**config.mk**
```make
export PLATFORM = sky130hd
export DESIGN_NAME = plt_limit_telemetry
export DESIGN_NICKNAME = d
export VERILOG_FILES = /design/src/plt_pkg.sv /design/src/plt_limit_telemetry.sv /design/src/plt_pulse_meter.sv
export SDC_FILE = /design/constraint.sdc
export NUM_CORES = 1
export LEC_CHECK = 0
export BUFFER_PORTS_ARGS = -buffer_cell sky130_fd_sc_hd__buf_2
export CORE_ASPECT_RATIO = 1.5
export CORE_MARGIN = 4
export CORE_UTILIZATION = 35
export CTS_CLUSTER_DIAMETER = 200
export DETAILED_ROUTE_END_ITERATION = 7
export GPL_TIMING_DRIVEN = 1
export PLACE_DENSITY = 0.5
export SKIP_LAST_GASP = 1
export SYNTH_ARGS = -nofsm -noshare
export SYNTH_HDL_FRONTEND = slang
export SYNTH_SLANG_ARGS = --single-unit
```
**constraint.sdc**
```tcl
create_clock -name clk -period 5.5 [get_ports clk]
set_clock_uncertainty 0.1 [all_clocks]
set_input_delay 1.375 -clock clk [delete_from_list [all_inputs] [get_ports clk]]
set_output_delay 1.375 -clock clk [all_outputs]
set_load 0.005 [all_outputs]
```
**src/plt_pkg.sv**
```systemverilog
// Shared constants and types for the limit configuration and telemetry block
package plt_pkg;

  // ----------------------------------------------------------------------
  // Timebase
  // ----------------------------------------------------------------------
  localparam int CLK_MHZ = 250;
  localparam int CNT_W = 22;

  // ----------------------------------------------------------------------
  // Symbol timing, microseconds and derived cycles
  // ----------------------------------------------------------------------
  localparam int T_PERIOD_US = 1000;
  localparam int T_START_US = 900;
  localparam int T_ZERO_US = 500;
  localparam int T_ONE_US = 750;
  localparam int T_MID_US = 625;
  localparam int T_MIN_US = 250;
  localparam int T_MAX_US = 875;
  localparam int T_IDLE_US = 1500;
  localparam int T_ENA_US = 1200;
  localparam int T_GAP_US = 10000;

  localparam int PERIOD_CYC = T_PERIOD_US * CLK_MHZ;
  localparam int START_CYC = T_START_US * CLK_MHZ;
  localparam int ZERO_CYC = T_ZERO_US * CLK_MHZ;
  localparam int ONE_CYC = T_ONE_US * CLK_MHZ;
  localparam int MID_CYC = T_MID_US * CLK_MHZ;
  localparam int MIN_CYC = T_MIN_US * CLK_MHZ;
  localparam int MAX_CYC = T_MAX_US * CLK_MHZ;
  localparam int IDLE_CYC = T_IDLE_US * CLK_MHZ;
  localparam int ENA_CYC = T_ENA_US * CLK_MHZ;
  localparam int GAP_CYC = T_GAP_US * CLK_MHZ;

  // ----------------------------------------------------------------------
  // Frame layout
  // ----------------------------------------------------------------------
  localparam logic [3:0] FRAME_LAST = 4'h9;
  localparam logic [3:0] TELE_LAST = 4'h8;
  localparam logic [1:0] SIG_POWER = 2'h1;
  localparam logic [1:0] SIG_CURRENT = 2'h2;

  // ----------------------------------------------------------------------
  // APB register map
  // ----------------------------------------------------------------------
  localparam int ADDR_W = 12;
  localparam logic [11:0] REG_CTRL = 12'h000;
  localparam logic [11:0] REG_STATUS = 12'h004;
  localparam logic [11:0] REG_FRAMES = 12'h008;
  localparam int CTRL_TELE_EN_BIT = 0;
  localparam logic CTRL_TELE_EN_RST = 1'b1;

  typedef enum logic {
    PLT_MODE_POWER,
    PLT_MODE_CURRENT
  } plt_mode_t;

  typedef struct packed {
    logic valid;
    logic one;
    logic bad;
    logic idle;
  } plt_sym_t;

  typedef struct packed {
    logic [10:0] rsvd;
    logic wall;
    logic lim_en;
    logic from_req;
    logic pend_cur;
    logic mode_cur;
    logic [7:0] req_level;
    logic [7:0] reference;
  } plt_status_t;

endpackage : plt_pkg

```
**src/plt_limit_telemetry.sv**
```systemverilog
// Level-request decoder, limit control and power telemetry with APB access
// -----------------------------------------------------------------------
// -----------------------------------------------------------------------
//
// The placing of the registers and the APB slave port were decided locally.
`timescale 1ns/100ps
module plt_limit_telemetry #(
  parameter int unsigned PERIOD_CYC = plt_pkg::PERIOD_CYC,
  parameter int unsigned START_CYC = plt_pkg::START_CYC,
  parameter int unsigned ZERO_CYC = plt_pkg::ZERO_CYC,
  parameter int unsigned ONE_CYC = plt_pkg::ONE_CYC,
  parameter int unsigned MIN_CYC = plt_pkg::MIN_CYC,
  parameter int unsigned MID_CYC = plt_pkg::MID_CYC,
  parameter int unsigned MAX_CYC = plt_pkg::MAX_CYC,
  parameter int unsigned IDLE_CYC = plt_pkg::IDLE_CYC,
  parameter int unsigned ENA_CYC = plt_pkg::ENA_CYC,
  parameter int unsigned GAP_CYC = plt_pkg::GAP_CYC
) (
  input wire logic clk,
  input wire logic rst_n,
  input wire logic psel,
  input wire logic penable,
  input wire logic pwrite,
  input wire logic [11:0] paddr,
  input wire logic [31:0] pwdata,
  input wire logic [3:0] pstrb,
  output logic pready,
  output logic [31:0] prdata,
  output logic pslverr,
  input wire logic level_req_in,
  input wire logic level_req_shorted,
  input wire logic limit_enable_strap,
  input wire logic switch_enhanced,
  input wire logic limit_reached,
  input wire logic mark_event_seen,
  input wire logic wall_adapter_sense,
  input wire logic [7:0] class_level,
  input wire logic [7:0] input_power,
  output logic event_indicator_output,
  output logic limit_sink_output,
  output logic limit_mode_current,
  output logic limit_enabled,
  output logic [7:0] limit_reference,
  output logic isolation_switch_off,
  output logic class_current_off,
  output logic mps_comparator_off
);
  localparam int CW = plt_pkg::CNT_W;
  localparam logic [CW-1:0] PERIOD_C = CW'(PERIOD_CYC);
  localparam logic [CW-1:0] START_C = CW'(START_CYC);
  localparam logic [CW-1:0] ZERO_C = CW'(ZERO_CYC);
  localparam logic [CW-1:0] ONE_C = CW'(ONE_CYC);
  localparam logic [CW-1:0] ENA_C = CW'(ENA_CYC);
  localparam logic [CW-1:0] GAP_C = CW'(GAP_CYC);

  function automatic logic addr_hit(input logic [11:0] a);
    addr_hit = (a == plt_pkg::REG_CTRL) || (a == plt_pkg::REG_STATUS) ||
               (a == plt_pkg::REG_FRAMES);
  endfunction : addr_hit

  // -----------------------------------------------------------------------
  // Symbol capture
  // -----------------------------------------------------------------------
  plt_pkg::plt_sym_t sym;

  plt_pulse_meter #(
    .MIN_CYC(MIN_CYC),
    .MID_CYC(MID_CYC),
    .MAX_CYC(MAX_CYC),
    .IDLE_CYC(IDLE_CYC)
  ) u_meter (
    .clk(clk),
    .rst_n(rst_n),
    .pin(level_req_in),
    .sym(sym)
  );

  // -----------------------------------------------------------------------
  // Frame assembly and mode/level selection
  // -----------------------------------------------------------------------
  typedef enum logic {
    FR_RUN,
    FR_DROP
  } plt_frame_t;

  plt_frame_t fr_r, fr_nxt;
  logic [3:0] idx_r, idx_nxt;
  logic [9:0] sh, sh_r, sh_nxt;
  logic [7:0] req_r, req_nxt;
  logic [7:0] frames_r, frames_nxt;
  logic has_req_r, has_req_nxt;
  logic has_mode_r, has_mode_nxt;
  plt_pkg::plt_mode_t req_mode_r, req_mode_nxt, target;
  plt_pkg::plt_mode_t mode_r, mode_nxt;
  logic loop_active_r;

  always_comb begin
    fr_nxt = fr_r;
    idx_nxt = idx_r;
    sh_nxt = sh_r;
    req_nxt = req_r;
    frames_nxt = frames_r;
    has_req_nxt = has_req_r;
    has_mode_nxt = has_mode_r;
    req_mode_nxt = req_mode_r;
    sh = {sh_r[8:0], sym.one};
    if (sym.idle) begin
      // A quiet line ends any partial frame
      fr_nxt = FR_RUN;
      idx_nxt = '0;
    end else if (fr_r == FR_RUN && sym.bad) begin
      fr_nxt = FR_DROP;
      idx_nxt = '0;
    end else if (fr_r == FR_RUN && sym.valid) begin
      sh_nxt = sh;
      if (idx_r == plt_pkg::FRAME_LAST) begin
        idx_nxt = '0;
        if (sh[9:8] == plt_pkg::SIG_POWER ||
            sh[9:8] == plt_pkg::SIG_CURRENT) begin
          req_nxt = sh[7:0];
          has_req_nxt = 1'b1;
          has_mode_nxt = 1'b1;
          frames_nxt = frames_r + 1'b1;
          req_mode_nxt = (sh[9:8] == plt_pkg::SIG_POWER) ?
                         plt_pkg::PLT_MODE_POWER :
                         plt_pkg::PLT_MODE_CURRENT;
        end
      end else begin
        idx_nxt = idx_r + 1'b1;
      end
    end
  end

  always_comb begin
    // Strap level only matters until a frame names the mode
    if (has_mode_r) begin
      target = req_mode_r;
    end else if (level_req_shorted) begin
      target = plt_pkg::PLT_MODE_CURRENT;
    end else begin
      target = plt_pkg::PLT_MODE_POWER;
    end
    mode_nxt = loop_active_r ? mode_r : target;
  end

  always_ff @(posedge clk or negedge rst_n) begin
    if (!rst_n) begin
      fr_r <= FR_RUN;
      idx_r <= '0;
      sh_r <= '0;
      req_r <= '0;
      frames_r <= '0;
      has_req_r <= 1'b0;
      has_mode_r <= 1'b0;
      req_mode_r <= plt_pkg::PLT_MODE_POWER;
      mode_r <= plt_pkg::PLT_MODE_POWER;
    end else begin
      fr_r <= fr_nxt;
      idx_r <= idx_nxt;
      sh_r <= sh_nxt;
      req_r <= req_nxt;
      frames_r <= frames_nxt;
      has_req_r <= has_req_nxt;
      has_mode_r <= has_mode_nxt;
      req_mode_r <= req_mode_nxt;
      mode_r <= mode_nxt;
    end
  end

  // -----------------------------------------------------------------------
  // Limit enable, reference and wall adapter
  // -----------------------------------------------------------------------
  logic [CW-1:0] ena_cnt_r, ena_cnt_nxt;
  logic lim_en_r, lim_en_nxt;
  logic mark_r, mark_nxt;
  logic wall_r, wall_nxt;
  logic [7:0] ref_r, ref_nxt;
  logic sink_r, sink_nxt;

  always_comb begin
    ena_cnt_nxt = ena_cnt_r;
    lim_en_nxt = lim_en_r;
    if (!switch_enhanced || !limit_enable_strap || wall_r) begin
      ena_cnt_nxt = '0;
      lim_en_nxt = 1'b0;
    end else if (!lim_en_r) begin
      if (ena_cnt_r == ENA_C - 1'b1) begin
        lim_en_nxt = 1'b1;
      end else begin
        ena_cnt_nxt = ena_cnt_r + 1'b1;
      end
    end
    mark_nxt = mark_r | mark_event_seen;
    wall_nxt = mark_r & wall_adapter_sense;
    ref_nxt = has_req_r ? req_r : class_level;
    sink_nxt = lim_en_r & limit_reached;
  end

  always_ff @(posedge clk or negedge rst_n) begin
    if (!rst_n) begin
      ena_cnt_r <= '0;
      lim_en_r <= 1'b0;
      mark_r <= 1'b0;
      wall_r <= 1'b0;
      ref_r <= '0;
      sink_r <= 1'b0;
      loop_active_r <= 1'b0;
    end else begin
      ena_cnt_r <= ena_cnt_nxt;
      lim_en_r <= lim_en_nxt;
      mark_r <= mark_nxt;
      wall_r <= wall_nxt;
      ref_r <= ref_nxt;
      sink_r <= sink_nxt;
      loop_active_r <= sink_nxt;
    end
  end

  // -----------------------------------------------------------------------
  // Telemetry transmitter
  // -----------------------------------------------------------------------
  typedef enum logic [1:0] {
    TM_GAP,
    TM_HIGH,
    TM_LOW
  } plt_tele_t;

  plt_tele_t tm_r, tm_nxt;
  logic [CW-1:0] tcnt_r, tcnt_nxt, width;
  logic [3:0] bit_r, bit_nxt;
  logic [7:0] dat_r, dat_nxt;
  logic ind_r, ind_nxt;
  logic tele_en_r, tele_en_nxt;

  always_comb begin
    tm_nxt = tm_r;
    tcnt_nxt = tcnt_r + 1'b1;
    bit_nxt = bit_r;
    dat_nxt = dat_r;
    if (bit_r == '0) begin
      width = START_C;
    end else begin
      width = dat_r[7] ? ONE_C : ZERO_C;
    end
    case (tm_r)
      TM_GAP: begin
        // Wall adapter pattern owns the indicator pin
        if (!tele_en_r || wall_r) begin
          tcnt_nxt = '0;
        end else if (tcnt_r == GAP_C - 1'b1) begin
          tcnt_nxt = '0;
          bit_nxt = '0;
          dat_nxt = input_power;
          tm_nxt = TM_HIGH;
        end
      end
      TM_HIGH: begin
        if (tcnt_r == width - 1'b1) begin
          tm_nxt = TM_LOW;
        end
      end
      TM_LOW: begin
        if (tcnt_r == PERIOD_C - 1'b1) begin
          tcnt_nxt = '0;
          if (bit_r != '0) begin
            dat_nxt = {dat_r[6:0], 1'b0};
          end
          if (bit_r == plt_pkg::TELE_LAST) begin
            tm_nxt = TM_GAP;
          end else begin
            bit_nxt = bit_r + 1'b1;
            tm_nxt = TM_HIGH;
          end
        end
      end
      default: begin
        tm_nxt = TM_GAP;
        tcnt_nxt = '0;
      end
    endcase
    ind_nxt = (tm_nxt == TM_HIGH) | wall_nxt;
  end

  always_ff @(posedge clk or negedge rst_n) begin
    if (!rst_n) begin
      tm_r <= TM_GAP;
      tcnt_r <= '0;
      bit_r <= '0;
      dat_r <= '0;
      ind_r <= 1'b0;
    end else begin
      tm_r <= tm_nxt;
      tcnt_r <= tcnt_nxt;
      bit_r <= bit_nxt;
      dat_r <= dat_nxt;
      ind_r <= ind_nxt;
    end
  end

  // -----------------------------------------------------------------------
  // APB slave
  // -----------------------------------------------------------------------
  // Read data is captured in the setup cycle so pready can stay high
  plt_pkg::plt_status_t stat;
  logic [31:0] rd_nxt, prdata_r;

  always_comb begin
    stat = '0;
    stat.wall = wall_r;
    stat.lim_en = lim_en_r;
    stat.from_req = has_req_r;
    stat.pend_cur = (target == plt_pkg::PLT_MODE_CURRENT);
    stat.mode_cur = (mode_r == plt_pkg::PLT_MODE_CURRENT);
    stat.req_level = req_r;
    stat.reference = ref_r;
    tele_en_nxt = tele_en_r;
    if (psel && penable && pwrite && pstrb[0] &&
        paddr == plt_pkg::REG_CTRL) begin
      tele_en_nxt = pwdata[plt_pkg::CTRL_TELE_EN_BIT];
    end
    rd_nxt = prdata_r;
    if (psel && !penable) begin
      rd_nxt = '0;
      if (!addr_hit(paddr)) begin
        rd_nxt = '0;
      end else if (paddr == plt_pkg::REG_CTRL) begin
        rd_nxt[plt_pkg::CTRL_TELE_EN_BIT] = tele_en_r;
      end else if (paddr == plt_pkg::REG_STATUS) begin
        rd_nxt = stat;
      end else begin
        rd_nxt = {24'h000000, frames_r};
      end
    end
  end

  always_ff @(posedge clk or negedge rst_n) begin
    if (!rst_n) begin
      tele_en_r <= plt_pkg::CTRL_TELE_EN_RST;
      prdata_r <= '0;
    end else begin
      tele_en_r <= tele_en_nxt;
      prdata_r <= rd_nxt;
    end
  end

  assign pready = 1'b1;
  assign pslverr = psel & penable & ~addr_hit(paddr);
  assign prdata = prdata_r;

  assign event_indicator_output = ind_r;
  assign limit_sink_output = sink_r;
  assign limit_mode_current = (mode_r == plt_pkg::PLT_MODE_CURRENT);
  assign limit_enabled = lim_en_r;
  assign limit_reference = ref_r;
  assign isolation_switch_off = wall_r;
  assign class_current_off = wall_r;
  assign mps_comparator_off = wall_r;

endmodule : plt_limit_telemetry

```
**src/plt_pulse_meter.sv**
```systemverilog
// High-time meter that turns the level-request pin into symbols
`timescale 1ns/100ps
module plt_pulse_meter #(
  parameter int unsigned MIN_CYC = plt_pkg::MIN_CYC,
  parameter int unsigned MID_CYC = plt_pkg::MID_CYC,
  parameter int unsigned MAX_CYC = plt_pkg::MAX_CYC,
  parameter int unsigned IDLE_CYC = plt_pkg::IDLE_CYC
) (
  input wire logic clk,
  input wire logic rst_n,
  input wire logic pin,
  output plt_pkg::plt_sym_t sym
);
  localparam logic [plt_pkg::CNT_W-1:0] MIN_C = plt_pkg::CNT_W'(MIN_CYC);
  localparam logic [plt_pkg::CNT_W-1:0] MID_C = plt_pkg::CNT_W'(MID_CYC);
  localparam logic [plt_pkg::CNT_W-1:0] MAX_C = plt_pkg::CNT_W'(MAX_CYC);
  localparam logic [plt_pkg::CNT_W-1:0] IDLE_C = plt_pkg::CNT_W'(IDLE_CYC);

  logic pin_r;
  logic over_r, over_nxt;
  logic [plt_pkg::CNT_W-1:0] hi_r, hi_nxt, lo_r, lo_nxt;
  plt_pkg::plt_sym_t sym_r, sym_nxt;

  always_comb begin
    hi_nxt = hi_r;
    lo_nxt = lo_r;
    over_nxt = over_r;
    sym_nxt = '0;
    if (pin) begin
      hi_nxt = hi_r + 1'b1;
      lo_nxt = '0;
      // A stuck-high pin is reported once, not as a symbol
      if (hi_r == MAX_C && !over_r) begin
        sym_nxt.bad = 1'b1;
        over_nxt = 1'b1;
      end
      if (over_r) begin
        hi_nxt = hi_r;
      end
    end else begin
      if (pin_r && !over_r) begin
        sym_nxt.valid = 1'b1;
        sym_nxt.one = (hi_r >= MID_C);
        sym_nxt.bad = (hi_r < MIN_C);
      end
      hi_nxt = '0;
      over_nxt = 1'b0;
      if (lo_r != IDLE_C) begin
        lo_nxt = lo_r + 1'b1;
      end
      if (lo_r == IDLE_C - 1'b1) begin
        sym_nxt.idle = 1'b1;
      end
    end
  end

  always_ff @(posedge clk or negedge rst_n) begin
    if (!rst_n) begin
      pin_r <= 1'b0;
      over_r <= 1'b0;
      hi_r <= '0;
      lo_r <= '0;
      sym_r <= '0;
    end else begin
      pin_r <= pin;
      over_r <= over_nxt;
      hi_r <= hi_nxt;
      lo_r <= lo_nxt;
      sym_r <= sym_nxt;
    end
  end

  assign sym = sym_r;

endmodule : plt_pulse_meter

```
==> results.json <==
{
  "vias_per_cell": 5.00,
  "drv_cap": 0,
  "initial_core_util": 0.356,
  "period_minus_slack_ns": 3.85,
  "dp_hpwl_um": 13000,
  "clk_pin_slew_ns": 0.07,
  "rsz0062_at_grt": "false",
  "ios": 125,
  "yosysWarnings": 0,
  "power.internal_mw": 1.95,
  "place_area_sq_um": 9330,
  "critical_path_class": "in2out",
  "drc": 0,
  "final_common_cell": "dfrtp_1",
  "ys.flop_type": "dfrtp_1",
  "setup_viol": 0,
  "numPortBuffers": 78,
  "arrival_ns": 2.37,
  "clk_latency_ns": 0.44,
  "chipWidth_um": 136,
  "cts_setup_buffers": 0,
  "synth_enable_flop_cells": 0,
  "syn2layout_area_growth_pct": 14.5,
  "nFillCells": 2427,
  "synth_area_leaders": "dfrtp_1 51%, nand2_1 4.5%, xor2_1 4.1%, nor2_1 3.7%, xnor2_1 3.5%",
  "pwr-share-seq": 0.505,
  "die-area_sq_um": 27400,
  "cp-start-kind": "input pin",
  "postSynthCellCount": 866,
  "routed_wl_um": 18800,
  "worstMarginPinSlew_ns": 1.04,
  "final_cell_mix": "175 x dfrtp_1, 104 x nand2_1, 85 x nor2_1",
  "vias": 6339,
  "avgSynthCellArea_sq_um": 10.0,
  "gr-total-overflow": 0,
  "detail-route-antenna-nets": 0,
  "ctsResizeCount": 0,
  "clk_path_buf_depth": 2,
  "status": "finished, final reports clean",
  "yosysTopAreaCell": "dfrtp_1",
  "cts_root_buffer": "clkbuf_16",
  "drv_slew": 0,
  "drtPass1Iterations": 5,
  "async_reset_ff_frac": 1.00,
  "p_sw_frac": 0.255,
  "final.setup.tns_ns": 0,
  "grt_pass1_wl_um": 32200,
  "r2r_cells": 5,
  "cts_max_level": 4,
  "cts_buffers": 17,
  "ys_seq_elements": 176,
  "fmax_mhz": 260,
  "drive_gt1_frac": 0.157,
  "finalCritPeriodShare": 0.700,
  "drt_iter0_markers": 283,
  "holdPathStages": 1,
  "core-area_sq_um": 24300,
  "grt_pass1_vias": 6470,
  "critical_path_peak_fanout": 6,
  "antenna_found_initial": 0,
  "switchingPower_mw": 0.668,
  "cts.sinks": 176,
  "crit_path_end_kind": "primary output",
  "synth_area_sq_um": 8660,
  "power.density_nw_per_um2": 264,
  "multi_input_area_sq_um": 3980,
  "gp_congestion": 0.763,
  "final_cells": 1268,
  "seq_area_frac_synth": 0.509,
  "hold_buffers": 0,
  "wl_per_cell_um": 14.8,
  "cp.required_ns": 4.03,
  "rows": 70,
  "grt_max_degree": 89,
  "relSlewSlack": 0.309,
  "grt_util_all_layers": 0.143,
  "hold_viol": 0,
  "hold_path_class": "reg2reg",
  "comb_power_share": 0.035,
  "p_clk_frac": 0.459,
  "cts_tree": "yes",
  "die_height_um": 201,
  "fin_nets": 1019,
  "dpl.cell_count": 1236,
  "yosysTopAreaCellShare": 0.506,
  "power.leakage_nw": 4.46,
  "ir_drop_v": 0.000207,
  "stdcell_area_sq_um": 9920,
  "final_util": 0.407,
  "netlist-cell-type-count": 58,
  "diodes": 0,
  "register_area_sq_um": 4410
}
-- final timing paths --
check,slack (ns),startpoint,end
min in group asynchronous,0.91,rst_n,prdata[7]$_DFFE_PN0P_
max reg2reg,2.63,tcnt_r[6]$_DFF_PN0_,dat_r[6]$_DFFE_PN0P_
min,0.37,mark_r$_DFF_PN0_,mark_r$_DFF_PN0_
max,1.65,paddr[7],pslverr
max in group asynchronous,3.42,rst_n,tele_en_r$_DFFE_PN1P_
min reg2reg,0.37,mark_r$_DFF_PN0_,mark_r$_DFF_PN0_
-- power groups by stage --
stage / sequential [mW] / clock [mW] / combinational, mW
5_1_grt: 1.32 / 1.30 / 0.110
3_5_place_dp: 1.35 / 0 / 0.0968
4_1_cts: 1.32 / 1.25 / 0.0971
3_3_place_gp: 1.35 / 0 / 0.0967
6_report: 1.32 / 1.20 / 0.0926
2_1_floorplan: 1.34 / 0 / 0.0439
-- flip-flops by register name (all words and copies together), names as in the netlist, 9 cells and up --
signal        cells
ena_cnt_r        22
prdata           21
sh_r              9
tcnt_r           22
u_meter.hi_r     22
u_meter.lo_r     22
-- stage by stage --
stage | hold slack, ns | worst slack (ns) | total power [mW]
floorplan | 0.325 | 2.03 | 1.39
global placement | 0.340 | 1.69 | 1.44
detailed placement | 0.349 | 1.64 | 1.44
CTS | 0.368 | 1.63 | 2.67
global route | 0.388 | 1.53 | 2.73
finish | 0.366 | 1.65 | 2.62
-- routing by layer --
layer | part of all wire | GRT usage | vias to the layer above
li1 | - | - | 3123
met1 | 0.46 | 0.180 | 3108
met2 | 0.50 | 0.245 | 88
met3 | 0.032 | 0.0296 | 20
met4 | 0.014 | 0.0439 | 0
met5 | 0 | 0 | -
-- cell families after synthesis --
logic type	after synthesis	synth area share
AND/OR/NAND/NOR	400	0.236
flip-flops	176	0.509
AO/OA/AOI/OAI	88	0.0690
XOR/XNOR	76	0.0768
buffers and inverters	72	0.0387
multiplexers	40	0.0521
adder cells (fa/ha/maj)	12	0.0173
other	2	0.000867
-- layout make-up --
type | instances | share of cell area
clock buffer | 17 | 0.0429
clock inverter | 15 | 0.0170
inverter | 24 | 0.00908
multi-input combinational | 628 | 0.402
sequential | 176 | 0.444
tap | 324 | 0.0409
timing repair buffer | 84 | 0.0445
-- Yosys cell counts, types with 3 or more instances --
cell,number
or3_1,11
and2_1,24
nor4b_1,3
and4_1,8
dfrtp_1,175
buf_4,14
nor4_1,17
nand2_1,104
ha_1,12
or4b_1,3
o211ai_1,9
buf_2,4
nor2_1,85
nand2b_1,9
mux2_4,6
o31ai_1,4
a21boi_0,6
nor4bb_1,4
or3b_2,3
a22o_1,12
a21oi_1,8
o21ai_0,28
xnor2_1,35
nand3_1,40
or4_1,8
mux2_2,17
and4b_1,3
nor2b_1,7
nand4_1,31
xor2_1,41
mux2i_1,17
nor3b_1,4
o2111ai_1,3
o41ai_1,4
and3_1,11
nor3_1,19
inv_1,24
clkbuf_1,28
-- worst max-delay path: stages --
cell and delay, ns:
buf_2 0.10, nor4_1 0.28, nand3_1 0.25, a21oi_1 0.19, nor2_1 0.05, buf_2 0.12
Note: power is estimated with default switching activity, not from simulation.
